<file path="src/common/bsf_pkg.sv">
// package: constants, opcodes and state for the bit, shift and flag unit
`default_nettype none
package bsf_pkg;
  // status register bit positions
  localparam int FLAG_C = 0;
  localparam int FLAG_Z = 1;
  localparam int FLAG_N = 2;
  localparam int FLAG_V = 3;
  localparam int FLAG_S = 4;
  localparam int FLAG_H = 5;
  localparam int FLAG_T = 6;
  localparam int FLAG_I = 7;
  localparam logic [7:0] STATUS_RESET = 8'h00;
  localparam logic [7:0] DATA_RESET = 8'h00;
  // cycle counts
  localparam int POP_CYCLES = 2;
  localparam int ONE_CYCLE = 1;
  // wishbone register offsets (byte addresses)
  localparam logic [3:0] ADDR_STATUS = 4'h0;
  localparam logic [3:0] ADDR_RESULT = 4'h4;
  localparam logic [3:0] ADDR_EVENTS = 4'h8;
  typedef enum logic [4:0] {
    OP_NOP = 5'b00000,
    OP_POP = 5'b00001,
    OP_IO_BIT_SET = 5'b00010,
    OP_IO_BIT_CLEAR = 5'b00011,
    OP_SHIFT_LEFT_LOGICAL = 5'b00100,
    OP_SHIFT_RIGHT_LOGICAL = 5'b00101,
    OP_ROTATE_LEFT_THRU_CARRY = 5'b00110,
    OP_ROTATE_RIGHT_THRU_CARRY = 5'b00111,
    OP_SHIFT_RIGHT_ARITH = 5'b01000,
    OP_NIBBLE_EXCHANGE = 5'b01001,
    OP_STATUS_FLAG_SET = 5'b01010,
    OP_STATUS_FLAG_CLEAR = 5'b01011,
    OP_STORE_BIT_TO_TRANSFER_FLAG = 5'b01100,
    OP_LOAD_BIT_FROM_TRANSFER_FLAG = 5'b01101,
    OP_SLEEP = 5'b01110,
    OP_WATCHDOG_RESTART = 5'b01111,
    OP_BREAK = 5'b10000
  } op_t;
  typedef enum logic [0:0] {
    ST_IDLE = 1'b0,
    ST_POP2 = 1'b1
  } state_t;
endpackage
`default_nettype wire

</file>
<file path="src/logic/bit_shift_flag_unit.sv">
// bit manipulation, shift, flag and mcu control execution unit
`default_nettype none
module bit_shift_flag_unit (
  // clock and reset
  input wire logic clk_i,
  input wire logic rst_i,
  input wire logic ce_i,
  // instruction issue from the decoder
  input wire logic issue_i,
  input wire logic [4:0] op_i,
  input wire logic [2:0] bit_sel_i,
  input wire logic [7:0] operand_i,
  input wire logic [7:0] stack_data_i,
  // results back to the register file and i/o space
  output logic busy_o,
  output logic wr_en_o,
  output logic [7:0] wr_data_o,
  output logic io_wr_en_o,
  output logic [7:0] io_wr_data_o,
  output logic [7:0] status_o,
  // mcu control events
  output logic sleep_o,
  output logic watchdog_restart_o,
  output logic break_o,
  // wishbone slave
  input wire logic wb_cyc_i,
  input wire logic wb_stb_i,
  input wire logic wb_we_i,
  input wire logic [3:0] wb_adr_i,
  input wire logic [3:0] wb_sel_i,
  input wire logic [31:0] wb_dat_i,
  output logic [31:0] wb_dat_o,
  output logic wb_ack_o,
  output logic wb_err_o
);
  // ----------------------------------------
  // state
  // ----------------------------------------
  typedef struct packed {
    bsf_pkg::state_t state;
    logic [7:0] status;
    logic wr_en;
    logic [7:0] wr_data;
    logic io_wr_en;
    logic [7:0] io_wr_data;
    logic sleep;
    logic watchdog_restart_op;
    logic brk;
    logic [7:0] last_result;
    logic [7:0] sleep_cnt;
    logic [7:0] wdr_cnt;
    logic [7:0] brk_cnt;
    logic ack;
    logic err;
    logic [31:0] dat;
  } unit_state_t;

  unit_state_t cur_reg;
  unit_state_t cur_next;

  logic [7:0] sh_result;
  logic sh_carry;
  logic sh_zero;
  logic sh_neg;
  logic sh_ovf;
  logic sh_upd;

  shift_core u_shift_core (
    .op_i(op_i),
    .data_i(operand_i),
    .carry_i(cur_reg.status[bsf_pkg::FLAG_C]),
    .result_o(sh_result),
    .carry_o(sh_carry),
    .zero_o(sh_zero),
    .neg_o(sh_neg),
    .ovf_o(sh_ovf),
    .flags_upd_o(sh_upd)
  );

  // ----------------------------------------
  // instruction decode
  // ----------------------------------------
  logic take;
  logic dec_pop;
  logic dec_io_set;
  logic dec_io_clr;
  logic dec_shift;
  logic dec_flag_set;
  logic dec_flag_clr;
  logic dec_t_store;
  logic dec_t_load;
  logic dec_sleep;
  logic dec_wdr;
  logic dec_brk;
  logic [7:0] bit_mask;

  // an issue in the second pop cycle is dropped, the decoder must hold off
  assign take = issue_i && (cur_reg.state == bsf_pkg::ST_IDLE);
  assign bit_mask = 8'h01 << bit_sel_i;

  always_comb begin
    dec_pop = 1'b0;
    dec_io_set = 1'b0;
    dec_io_clr = 1'b0;
    dec_shift = 1'b0;
    dec_flag_set = 1'b0;
    dec_flag_clr = 1'b0;
    dec_t_store = 1'b0;
    dec_t_load = 1'b0;
    dec_sleep = 1'b0;
    dec_wdr = 1'b0;
    dec_brk = 1'b0;
    if (take) begin
      case (bsf_pkg::op_t'(op_i))
        bsf_pkg::OP_POP: begin
          dec_pop = 1'b1;
        end
        bsf_pkg::OP_IO_BIT_SET: begin
          dec_io_set = 1'b1;
        end
        bsf_pkg::OP_IO_BIT_CLEAR: begin
          dec_io_clr = 1'b1;
        end
        bsf_pkg::OP_SHIFT_LEFT_LOGICAL: begin
          dec_shift = 1'b1;
        end
        bsf_pkg::OP_SHIFT_RIGHT_LOGICAL: begin
          dec_shift = 1'b1;
        end
        bsf_pkg::OP_ROTATE_LEFT_THRU_CARRY: begin
          dec_shift = 1'b1;
        end
        bsf_pkg::OP_ROTATE_RIGHT_THRU_CARRY: begin
          dec_shift = 1'b1;
        end
        bsf_pkg::OP_SHIFT_RIGHT_ARITH: begin
          dec_shift = 1'b1;
        end
        bsf_pkg::OP_NIBBLE_EXCHANGE: begin
          dec_shift = 1'b1;
        end
        bsf_pkg::OP_STATUS_FLAG_SET: begin
          dec_flag_set = 1'b1;
        end
        bsf_pkg::OP_STATUS_FLAG_CLEAR: begin
          dec_flag_clr = 1'b1;
        end
        bsf_pkg::OP_STORE_BIT_TO_TRANSFER_FLAG: begin
          dec_t_store = 1'b1;
        end
        bsf_pkg::OP_LOAD_BIT_FROM_TRANSFER_FLAG: begin
          dec_t_load = 1'b1;
        end
        bsf_pkg::OP_SLEEP: begin
          dec_sleep = 1'b1;
        end
        bsf_pkg::OP_WATCHDOG_RESTART: begin
          dec_wdr = 1'b1;
        end
        bsf_pkg::OP_BREAK: begin
          dec_brk = 1'b1;
        end
        default: begin
          // nop and unused codes leave every output and flag alone
          dec_pop = 1'b0;
        end
      endcase
    end
  end

  // ----------------------------------------
  // status register
  // ----------------------------------------
  logic [7:0] status_op;
  logic [7:0] status_bus;
  logic bus_take;
  logic bus_hit;
  logic hit_status;
  logic hit_result;
  logic hit_events;
  logic [31:0] bus_rd_data;

  always_comb begin
    status_op = cur_reg.status;
    if (dec_shift && sh_upd) begin
      status_op[bsf_pkg::FLAG_Z] = sh_zero;
      status_op[bsf_pkg::FLAG_C] = sh_carry;
      status_op[bsf_pkg::FLAG_N] = sh_neg;
      status_op[bsf_pkg::FLAG_V] = sh_ovf;
    end
    if (dec_flag_set) begin
      // dedicated flag ops reach here as an index set by the decoder
      status_op = cur_reg.status | bit_mask;
    end
    if (dec_flag_clr) begin
      status_op = cur_reg.status & ~bit_mask;
    end
    if (dec_t_store) begin
      status_op[bsf_pkg::FLAG_T] = operand_i[bit_sel_i];
    end
  end

  // ----------------------------------------
  // register bus decode
  // ----------------------------------------
  assign bus_take = wb_cyc_i && wb_stb_i && !cur_reg.ack && !cur_reg.err;
  assign bus_hit = hit_status || hit_result || hit_events;

  always_comb begin
    hit_status = 1'b0;
    hit_result = 1'b0;
    hit_events = 1'b0;
    bus_rd_data = 32'h0000_0000;
    if (wb_adr_i == bsf_pkg::ADDR_STATUS) begin
      hit_status = 1'b1;
      bus_rd_data = {24'h00_0000, cur_reg.status};
    end else if (wb_adr_i == bsf_pkg::ADDR_RESULT) begin
      hit_result = 1'b1;
      bus_rd_data = {24'h00_0000, cur_reg.last_result};
    end else if (wb_adr_i == bsf_pkg::ADDR_EVENTS) begin
      hit_events = 1'b1;
      bus_rd_data = {8'h00, cur_reg.brk_cnt, cur_reg.wdr_cnt, cur_reg.sleep_cnt};
    end
  end

  // software write wins over a same-cycle instruction update; lanes 3..1 are unused
  always_comb begin
    status_bus = status_op;
    if (bus_take && hit_status && wb_we_i && wb_sel_i[0]) begin
      status_bus = wb_dat_i[7:0];
    end
  end

  // ----------------------------------------
  // next state
  // ----------------------------------------
  always_comb begin
    cur_next = cur_reg;
    cur_next.status = status_bus;
    cur_next.wr_en = 1'b0;
    cur_next.io_wr_en = 1'b0;
    cur_next.sleep = 1'b0;
    cur_next.watchdog_restart_op = 1'b0;
    cur_next.brk = 1'b0;
    cur_next.ack = 1'b0;
    cur_next.err = 1'b0;
    case (cur_reg.state)
      bsf_pkg::ST_POP2: begin
        // second cycle of pop: register written, flags untouched
        cur_next.wr_en = 1'b1;
        cur_next.wr_data = stack_data_i;
        cur_next.last_result = stack_data_i;
        cur_next.state = bsf_pkg::ST_IDLE;
      end
      default: begin
        if (dec_pop) begin
          cur_next.state = bsf_pkg::ST_POP2;
        end
      end
    endcase
    if (dec_io_set) begin
      cur_next.io_wr_en = 1'b1;
      cur_next.io_wr_data = operand_i | bit_mask;
    end
    if (dec_io_clr) begin
      cur_next.io_wr_en = 1'b1;
      cur_next.io_wr_data = operand_i & ~bit_mask;
    end
    if (dec_shift) begin
      cur_next.wr_en = 1'b1;
      cur_next.wr_data = sh_result;
      cur_next.last_result = sh_result;
    end
    if (dec_t_load) begin
      cur_next.wr_en = 1'b1;
      cur_next.wr_data = operand_i;
      cur_next.wr_data[bit_sel_i] = cur_reg.status[bsf_pkg::FLAG_T];
      cur_next.last_result = cur_next.wr_data;
    end
    // event counters wrap at 8 bits; software sees them as a running tally
    if (dec_sleep) begin
      cur_next.sleep = 1'b1;
      cur_next.sleep_cnt = cur_reg.sleep_cnt + 8'h01;
    end
    if (dec_wdr) begin
      cur_next.watchdog_restart_op = 1'b1;
      cur_next.wdr_cnt = cur_reg.wdr_cnt + 8'h01;
    end
    if (dec_brk) begin
      cur_next.brk = 1'b1;
      cur_next.brk_cnt = cur_reg.brk_cnt + 8'h01;
    end
    if (bus_take) begin
      cur_next.ack = bus_hit;
      cur_next.err = !bus_hit;
      cur_next.dat = bus_rd_data;
    end
  end

  // ----------------------------------------
  // registers
  // ----------------------------------------
  always_ff @(posedge clk_i) begin
    if (rst_i) begin
      cur_reg <= '0;
      cur_reg.status <= bsf_pkg::STATUS_RESET;
      cur_reg.state <= bsf_pkg::ST_IDLE;
    end else if (ce_i) begin
      cur_reg <= cur_next;
    end
  end

  assign busy_o = (cur_reg.state == bsf_pkg::ST_POP2);
  assign wr_en_o = cur_reg.wr_en;
  assign wr_data_o = cur_reg.wr_data;
  assign io_wr_en_o = cur_reg.io_wr_en;
  assign io_wr_data_o = cur_reg.io_wr_data;
  assign status_o = cur_reg.status;
  assign sleep_o = cur_reg.sleep;
  assign watchdog_restart_o = cur_reg.watchdog_restart_op;
  assign break_o = cur_reg.brk;
  assign wb_dat_o = cur_reg.dat;
  assign wb_ack_o = cur_reg.ack;
  assign wb_err_o = cur_reg.err;
endmodule
`default_nettype wire

</file>
<file path="src/logic/shift_core.sv">
// combinational shift, rotate and swap datapath with its flag results
`default_nettype none
module shift_core (
  // operation and operands
  input wire logic [4:0] op_i,
  input wire logic [7:0] data_i,
  input wire logic carry_i,
  // result
  output logic [7:0] result_o,
  output logic carry_o,
  output logic zero_o,
  output logic neg_o,
  output logic ovf_o,
  output logic flags_upd_o
);
  always_comb begin
    result_o = data_i;
    carry_o = carry_i;
    flags_upd_o = 1'b0;
    case (op_i)
      bsf_pkg::OP_SHIFT_LEFT_LOGICAL: begin
        result_o = {data_i[6:0], 1'b0};
        carry_o = data_i[7];
        flags_upd_o = 1'b1;
      end
      bsf_pkg::OP_SHIFT_RIGHT_LOGICAL: begin
        result_o = {1'b0, data_i[7:1]};
        carry_o = data_i[0];
        flags_upd_o = 1'b1;
      end
      bsf_pkg::OP_ROTATE_LEFT_THRU_CARRY: begin
        result_o = {data_i[6:0], carry_i};
        carry_o = data_i[7];
        flags_upd_o = 1'b1;
      end
      bsf_pkg::OP_ROTATE_RIGHT_THRU_CARRY: begin
        result_o = {carry_i, data_i[7:1]};
        carry_o = data_i[0];
        flags_upd_o = 1'b1;
      end
      bsf_pkg::OP_SHIFT_RIGHT_ARITH: begin
        result_o = {data_i[7], data_i[7:1]};
        carry_o = data_i[0];
        flags_upd_o = 1'b1;
      end
      bsf_pkg::OP_NIBBLE_EXCHANGE: begin
        result_o = {data_i[3:0], data_i[7:4]};
      end
      default: begin
        result_o = data_i;
      end
    endcase
  end
  assign zero_o = (result_o == 8'h00);
  assign neg_o = result_o[7];
  // overflow taken as negative xor carry, the usual two's complement reading of a shift
  assign ovf_o = result_o[7] ^ carry_o;
endmodule
`default_nettype wire

</file>
<file path="config.mk">
export PLATFORM = sky130hd
export DESIGN_NAME = bit_shift_flag_unit
export DESIGN_NICKNAME = d
export VERILOG_FILES = /design/src/common/bsf_pkg.sv /design/src/logic/bit_shift_flag_unit.sv /design/src/logic/shift_core.sv
export SDC_FILE = /design/constraint.sdc
export NUM_CORES = 1
export LEC_CHECK = 0
export ABC_CLOCK_PERIOD_IN_PS = 2620
export BUFFER_PORTS_ARGS = -buffer_cell sky130_fd_sc_hd__buf_2
export CAP_MARGIN = 20
export CORE_MARGIN = 5
export CORE_UTILIZATION = 53
export CTS_CLUSTER_SIZE = 16
export DETAILED_ROUTE_END_ITERATION = 10
export PLACE_DENSITY = 0.81
export SLEW_MARGIN = 20
export SYNTH_ARGS = -nofsm -noshare
export SYNTH_HDL_FRONTEND = slang
export SYNTH_SLANG_ARGS = --single-unit
</file>
<file path="constraint.sdc">
create_clock -name clk_i -period 2.62 [get_ports clk_i]
set_input_delay 0.131 -clock clk_i [delete_from_list [all_inputs] [get_ports clk_i]]
set_output_delay 0.131 -clock clk_i [all_outputs]
set_load 0.005 [all_outputs]
</file>
==> Word-level counts from Yosys, hierarchy flattened <==
Index checks and enable logic that the tools add are counted.
Widths: inputs -> output; s select.
{ "totals": {"mem_count": 0, "mem_bits_rw": 0, "latch_bits": 0, "wordCells": 141, "output_inout_bits": 64, "reg_bits": 96, "rom_bits": 0} }
{ "classes": {"n_mul": 0, "shift": 1, "eq_ne": 18, "n_reduce_logical": 34, "muxes": 58, "n_bitwise": 7, "div_mod_pow": 0, "n_lt_le_gt_ge": 2, "n_addsub": 3} }
{ "ops": {"columns": ["op", "n"], "rows": [
  ["$mux 24", 3],
  ["$mux 8", 6],
  ["$pmux 8 s6", 1],
  ["$mux 9", 5],
  ["$eq 5x4->1 const B", 8],
  ["$mux 1", 37],
  ["$mux 34", 1],
  ["$add 8x1->8 const B", 3],
  ["$eq 5x3->1 const B", 4],
  ["$reduce_and 2->1", 9],
  ["$and 8x8->8", 2],
  ["$or 8x8->8", 2],
  ["$eq 5x2->1 const B", 2],
  ["$logic_and 1x1->1", 9],
  ["$bwmux 8", 1],
  ["$logic_not 8->1", 1],
  ["$not 8->8", 1],
  ["$reduce_bool 4->1", 2],
  ["$shl 1x3->8 const A", 1],
  ["$reduce_bool 3->1", 2],
  ["$reduce_or 6->1", 1],
  ["$eq 5x1->1 const B", 1],
  ["$eq 5x5->1 const B", 1],
  ["$reduce_or 5->1", 1],
  ["other kinds (16)", 19]
]} }

==> Depth between registers and ports, before layout <==
Gate-level depths: netlist of the first run.
{ "depth": {"word_depth": 10, "mapped_depth": 9} }

==> Hierarchy <==
From an unflattened synthesis of the first run, not the netlist that was laid out.
{ "unflattened": {"hier_cells": 601, "hier_area_um2": 5016.1} }
{ "modules_own_cells": {"columns": ["module", "seq_area_each_um2", "cells_per_inst", "instances", "area_each_um2"], "rows": [
  ["bit_shift_flag_unit", 1761.7, 551, 1, 4685.7],
  ["shift_core", 0.0, 50, 1, 330.3]
]} }

==> Worst setup path after synthesis of the first run <==
Ideal clock, no wire load.
{ "synth_timing": {"path_type": "in2reg", "startpoint": "input port op_i[2]", "endpoint": "register cur_reg, in the netlist status_o[1]", "t_arrival_ns": 1.902, "path_slack_ns": 0.630, "path_buffers": 1, "path_stages": 7, "setup_ns": 0.088, "cell_sequence": "buf_6 > nand4bb_2 > a21o_1 > a222oi_1 > o211ai_1 > or4_1 > a311oi_2"} }
{ "synth_between": {"elab_chain_cells": 7} }
{ "synth_rtl": {"columns": ["item", "line_no", "text"], "rows": [
  ["start: declaration", "bit_shift_flag_unit.sv:10", "input wire logic [4:0] op_i,"],
  ["$eq 5x4->1 or $eq 5x3->1 (tied branches)", "bit_shift_flag_unit.sv:114, shift_core.sv:20", null],
  ["$pmux 8 s6 or $reduce_or 6->1 (tied branches)", null, null],
  ["$logic_not 8->1 or $mux 1 (tied branches)", "shift_core.sv:54, bit_shift_flag_unit.sv:114", null],
  ["$mux 4 or $mux 1 (tied branches)", "bit_shift_flag_unit.sv:185, bit_shift_flag_unit.sv:113", null],
  ["$mux 8 or $logic_and 1x1->1 (tied branches)", "bit_shift_flag_unit.sv:191, bit_shift_flag_unit.sv:185", null],
  ["$mux 8 or $reduce_bool 4->1 (tied branches)", null, null],
  ["$mux 8 or $reduce_and 2->1 (tied branches)", null, null],
  ["end signal: assignment", "bit_shift_flag_unit.sv:309", "cur_reg <= cur_next;"],
  ["end: declaration", "bit_shift_flag_unit.sv:58", "unit_state_t cur_reg;"]
]} }
Parallel ways exist; a longest one is shown, timed or not. The select of a mux whose other input is x is not followed.
A chain may end at the register's enable or synchronous reset.

==> Final worst setup path of the first run <==
{ "layout_timing": {"startpoint": "register cur_reg, in the netlist busy_o", "endpoint": "register cur_reg, in the netlist status_o[0]"} }
{ "layout_between": {"elab_chain_cells": 6} }
{ "layout_rtl": {"columns": ["item", "line_no", "text"], "rows": [
  ["$not 1->1 *", "bit_shift_flag_unit.sv:98", "assign take = issue_i && (cur_reg.state == bsf_pkg::ST_IDLE);"],
  ["$logic_and 1x1->1 *", "bit_shift_flag_unit.sv:98", null],
  ["$mux 1", "bit_shift_flag_unit.sv:113", "if (take) begin"],
  ["$mux 8 or $logic_and 1x1->1 (tied branches)", "bit_shift_flag_unit.sv:191, bit_shift_flag_unit.sv:185", null],
  ["$mux 8 or $reduce_bool 4->1 (tied branches)", null, null],
  ["$mux 8 or $reduce_and 2->1 (tied branches)", null, null]
]} }
Every way passes the cells marked *; elsewhere a longest branch is shown, timed or not. The select of a mux whose other input is x is not followed.

==> metrics, run 1 <==
post-CTS setup repair buffer count=0; max reg flops=32; initial core utilization=0.546; antenna violations before repair=0; antenna diode count=0; Synth warnings=0; most area-consuming cells after synthesis=dfxtp_1 37%, buf_4 8.9%, nor2_1 8.3%, a21oi_1 4.3%, nand2_1 3.1%; WS Path Type=flip-flop to flip-flop; Synth Flop Type=dfxtp_1; setup TNS=0 ns; status=completed; IO Count=around 140; dpl cells=734; peak supply drop=between 0.3 and 0.4 mV; chip width=~110 um; Post-DP HPWL=about 9400 um; total track usage=0.222; clk sinks=88; count leader, synth=nor2_1; synth unique cells=57; CP arrival=2.50 ns; Seq/Total Area, Yosys=0.368; htree depth=3; CTS Buffer Depth=2; area delta synth->final=10.1%; RSZ-0062 raised after global routing=no; # DRC=0; Root Driver=clkbuf_8; core area=~0.009 mm2; Setup Skew=0.0103 ns; Syn Area/Cell=8.10 um2; Post-synth EDFFs=0; FP Rows=34; post-CTS sizing=0; fin worst setup slack=around 0.37 ns; FF+latch count, synth=88; Synth area leader=dfxtp_1; CTS tree=done; worst-path fanout max=11; most instantiated cells after synthesis=106 x nor2_1, 88 x dfxtp_1, 57 x buf_4, 41 x a21oi_1, 40 x nand2_1; hold buffer count at CTS=0; DR iter-0 viols=between 300 and 400; maximum clock rate=between 0.4 and 0.5 GHz; Hold Slack=between 0.1 and 0.15 ns; vias in the first global route=between 4k and 5k; Mapped Cells=roughly 590; first-pass GRT wire length=between 20,000 and 25,000 um; vias=about 4.4k; largest net degree at the start of global routing=45; Synth top area share=0.368; remaining antenna violation count after routing=0; WP data required=2.88 ns; Layout Nets=~700; gp weighted congestion=a little over 0.9; cts bufs inserted=9; final wirelength=between 10,000 and 15,000 um; Worst setup SP type=flip-flop; Slew Limit Fails=0; fin crit share=0.857; HP Class=primary input to flip-flop; die footprint=between 0.01 and 0.015 mm2; ys async rst share=0; count of final hold-check violations=0; Worst-path clk slew=approximately 0.09 ns; routed length per instance=around 17 um; ratio of cells with drive above 1 in the final layout=0.240; Netlist Area Pre-Place=about 0.0048 mm2; Die Ht=about 110 um; Detailed Routing Iterations Pass 1=6; number of buffers added on ports=slightly below 100; vias per cell=5.81; Setup-failing EPs final=0; Worst slew margin=0.601; PwrDens=529 mW/mm2; cell leakage power=between 0.002 and 0.0025 uW; Max-cap violations=0; clk_lat worst skew=~0.36 ns; fin crit period=2.25 ns; Tightest Pin Transition=roughly 0.60 ns; fin cells=750; pre-CTS WS=0.230 ns; Setup crit end kind=flip-flop; total gr overflow=0
## metrics by stage
step | util | power (uW) | cell area, um2
after floorplan | - | 1570 | 4810
after global placement | 0.573 | 1650 | 5020
after detailed placement | 0.573 | 1660 | 5020
after CTS | 0.601 | 2810 | 5270
after global routing | 0.601 | 2890 | 5270
final | 0.601 | 2790 | 5270
## power breakdown
part           leakage (uW)  internal, uW  switching [uW]
registers          0.000710          1350            9.84
clock network      0.000124           644             510
logic               0.00141           104             168
total               0.00224          2100             688
## per-layer routing
metal	routed length, um	part of all wire	GRT usage
met4	362	0.029	0.0877
met2	5880	0.47	0.370
met3	776	0.062	0.0425
met5	0	0	0
met1	5460	0.44	0.284
## worst paths after layout
kind	endpoint	slack, ns	from	cells past startpoint
hold / removal	status_o[3]$_SDFFE_PP0P_	0.10	wb_dat_i[3]	3
setup reg to reg	status_o[0]$_SDFFE_PP0P_	0.37	busy_o$_SDFFE_PP0P_	6
hold reg to reg	io_wr_en_o$_SDFFE_PP0P_	0.47	io_wr_en_o$_SDFFE_PP0P_	2
setup / recovery	status_o[0]$_SDFFE_PP0P_	0.37	busy_o$_SDFFE_PP0P_	6
## worst max-delay path, cell delays in order (launching register included)
cell and delay [ns]:
dfxtp_1 0.34, buf_4 0.18, or3b_2 0.50, or3_1 0.42, a21oi_4 0.27, o41ai_1 0.11, a221oi_1 0.32
## area by class of cell
type,instances,area [um2]
Fill cell,790,3500
Clock buffer,9,124
Tap cell,108,135
Multi-Input combinational cell,409,2430
Timing Repair Buffer,121,661
Clock inverter,7,125
Sequential cell,88,1760
Inverter,8,30.0
## kinds of logic after synthesis
logic type,share of synthesized area
AO/OA/AOI/OAI,0.201
XOR/XNOR,0.0329
adder cells (fa/ha/maj),0.00784
buffers and inverters,0.129
flip-flops,0.368
multiplexers,0.0442
other,0.000784
AND/OR/NAND/NOR,0.216
## cells in the final DEF, fill, tap and decap left out, drive strengths merged, types with 3 or more instances in the layout
master  instances
nor4            4
dfxtp          88
conb            8
inv            10
o21a            4
and2            6
a221o           4
a222oi          8
nand4           9
clkbuf          9
and3            5
xor2           13
a221oi          7
nand2b          3
nand3b          3
a21o            7
a22oi          19
nand2          40
mux2i          11
nand3           8
nor2          108
ha              3
or3             6
a21oi          43
a211oi          9
nor3           11
bufinv          3
buf           121
xnor2           5
o21ai          29
mux2            5
nor3b           4
(Power assumes the default switching activity.)
==> inputs of run 2 (changes only) <==
Settings changed: CELL_PAD_IN_SITES_DETAIL_PLACEMENT from default to 0, CELL_PAD_IN_SITES_GLOBAL_PLACEMENT from default to 1, CORE_UTILIZATION 53 to 38, PLACE_DENSITY 0.81 to default, PLACE_DENSITY_LB_ADDON from default to 0.1.
==> run 2 against run 1 <==
Effect of this change: maximum frequency hardly changed; total power is 6.3% higher; via count is 2.1% lower; flip-flop and latch count stayed put; core utilization is 16 points lower; setup slack worse by 0.00061 ns; register-to-register slack hardly changed; clock skew is 0.0044 ns lower; sequential share of layout area is 1.1 points lower; routed wire length is 11% higher; largest cell class unchanged; highest routed layer unchanged.
==> metrics, run 2 (synthesized netlist as in run 1, its figures left out) <==
CP arrival=2.52 ns (+0.02 ns); first-pass GRT wire length=21,400 um (+4.5%); initial core utilization=0.384 (-0.162); post-CTS sizing=0 (unchanged); most common cell after layout, fill and taps aside=nor2_1; clk_lat worst skew=0.34 ns (-0.02 ns); register area=0.00176 mm2 (unchanged); Worst Hold End=status_o[3]$_SDFFE_PP0P_; RSZ-0062 raised after global routing=no; Setup-failing EPs final=0 (unchanged); register-to-register setup slack=0.37 ns (about the same); Max-cap violations=0 (unchanged); htree depth=3 (unchanged); Tightest Pin Transition=0.663 ns (+0.0656 ns); chip width=122 um (+16%); total track usage=0.185 (-0.0375); peak supply drop=0.391 mV (+16%); cell leakage power=0.00229 uW (+2.1%); Multi-input gate area=0.00243 mm2 (unchanged); fin worst setup slack=0.373 ns (-0.000610 ns); Worst Hold Launch=wb_dat_i[3]; Worst setup SP type=flip-flop; Die Ht=122 um (+16%); antenna diode count=0 (unchanged); maximum clock rate=0.445 GHz (about the same); Post-DP HPWL=10,600 um (+13%); die footprint=0.0149 mm2 (+35%); Setup crit end kind=flip-flop; Root Driver=clkbuf_16; post-CTS setup repair buffer count=0 (unchanged); hold buffer count at CTS=0 (unchanged); HP Class=primary input to flip-flop; number of buffers added on ports=99 (unchanged); Layout Nets=715 (+0.56%); Setup Skew=0.00591 ns (-0.00441 ns); setup TNS=0 ns (unchanged); Detailed Routing Iterations Pass 1=6 (unchanged); ratio of cells with drive above 1 in the final layout=0.243 (+0.00316); max reg flops=32 (unchanged); area delta synth->final=13.8%; FP Rows=41 (+21%); gp weighted congestion=0.863 (-6.8%); # fillers=1,312 (+66%); worst-path fanout max=6 (-5); antenna violations before repair=0 (unchanged); Hold Path Depth=3 (unchanged); R2R depth=7 (+1); Reg-to-Reg Start=busy_o$_SDFFE_PP0P_; worst r2r dst=cur_reg[57]$_SDFFE_PP0P_; vias per cell=5.21 (-10%); remaining antenna violation count after routing=0 (unchanged); vias=4,265 (-2.1%); Slew Limit Fails=0 (unchanged); total gr overflow=0 (unchanged); core area=0.0125 mm2 (+42%); count of final hold-check violations=0 (unchanged); fin crit period=2.25 ns (+0.000610 ns); # DRC=0 (unchanged); vias in the first global route=3,967 (-4.6%); fin crit share=0.857 (about the same); status=completed; final wirelength=13,800 um (+11%); Worst-path clk slew=0.06 ns (-0.03 ns); WS Path Type=flip-flop to flip-flop; most frequent cells in the layout=106 x nor2_1, 99 x buf_2, 88 x dfxtp_1; Power Total=2960 uW (+6.3%); pre-CTS WS=0.238 ns (+0.00721 ns); Hold Slack=0.128 ns (+0.0233 ns); routed length per instance=16.9 um (+1.3%); WP data required=2.89 ns (about the same); cts bufs inserted=9 (unchanged); CTS Buffer Depth=2 (unchanged); PwrDens=544 mW/mm2 (+2.8%); placed cell areas=0.00514 mm2 (+2.4%); IO Count=135 (unchanged); Worst slew margin=0.558 (-0.0427); largest net degree at the start of global routing=33 (-27%); CTS tree=done; DR iter-0 viols=311 (-5.2%); clk sinks=88 (unchanged); Finished Cell Area=0.00545 mm2 (+3.4%)
run 2: cell types whose count changed in the layout (fill, tap and decap cells not counted):
cell and change:
clkbuf_1 +1, clkinvlp_4 +1, buf_12 +1, clkbuf_16 +9, clkinv_4 -1, buf_4 +3
clkbuf_8 -8, bufinv_16 -2
run 2: power by group:
group	total (uW)	internal (uW)	switching, uW	leakage [uW]
Clock	1320	774	544	0.000147
Sequential	1360	1350	9.65	0.000710
Combinational	283	108	175	0.00143
Total	2960	2230	729	0.00229
run 2: how the worst max path moves through the flow:
stage | to | depth (start not counted) | startpoint | slack, ns
after CTS | cur_reg[57]$_SDFFE_PP0P_ | 7 | busy_o$_SDFFE_PP0P_ | 0.35
after global routing | cur_reg[57]$_SDFFE_PP0P_ | 7 | busy_o$_SDFFE_PP0P_ | 0.19
final | cur_reg[57]$_SDFFE_PP0P_ | 7 | busy_o$_SDFFE_PP0P_ | 0.37
after detailed placement | status_o[1]$_SDFFE_PP0P_ | 8 | op_i[1] | 0.24
after global placement | status_o[1]$_SDFFE_PP0P_ | 8 | op_i[1] | 0.30
after floorplan | status_o[1]$_SDFFE_PP0P_ | 7 | op_i[2] | 0.63
run 2: critical path: stages, from the launching register on:
cell	delay, ns
dfxtp_1	0.38
nand3b_1	0.24
nor4_1	0.40
buf_4	0.19
nor2b_1	0.19
nand4_1	0.23
or3_1	0.40
a21oi_1	0.15
run 2: per-stage QoR:
stage	utilization	cells
after floorplan	-	598
after global placement	0.412	802
after detailed placement	0.412	802
after CTS	0.437	818
after global routing	0.437	818
final	0.437	818
run 2: layout make-up:
type,count,area share
multi-input cells,409,0.446
flip-flops and latches,88,0.323
repair buffers,125,0.129
clock buffers,11,0.0446
well taps,172,0.0395
clock inverters,5,0.0117
inverters,8,0.00551
run 2: per-layer routing:
| metal | routed length [um] | share of wire | GRT usage |
|---|---|---|---|
| met1 | 6450 | 0.47 | 0.252 |
| met4 | 258 | 0.019 | 0.0630 |
| met3 | 708 | 0.051 | 0.0327 |
| met2 | 6370 | 0.46 | 0.296 |
| met5 | 0 | 0 | 0 |
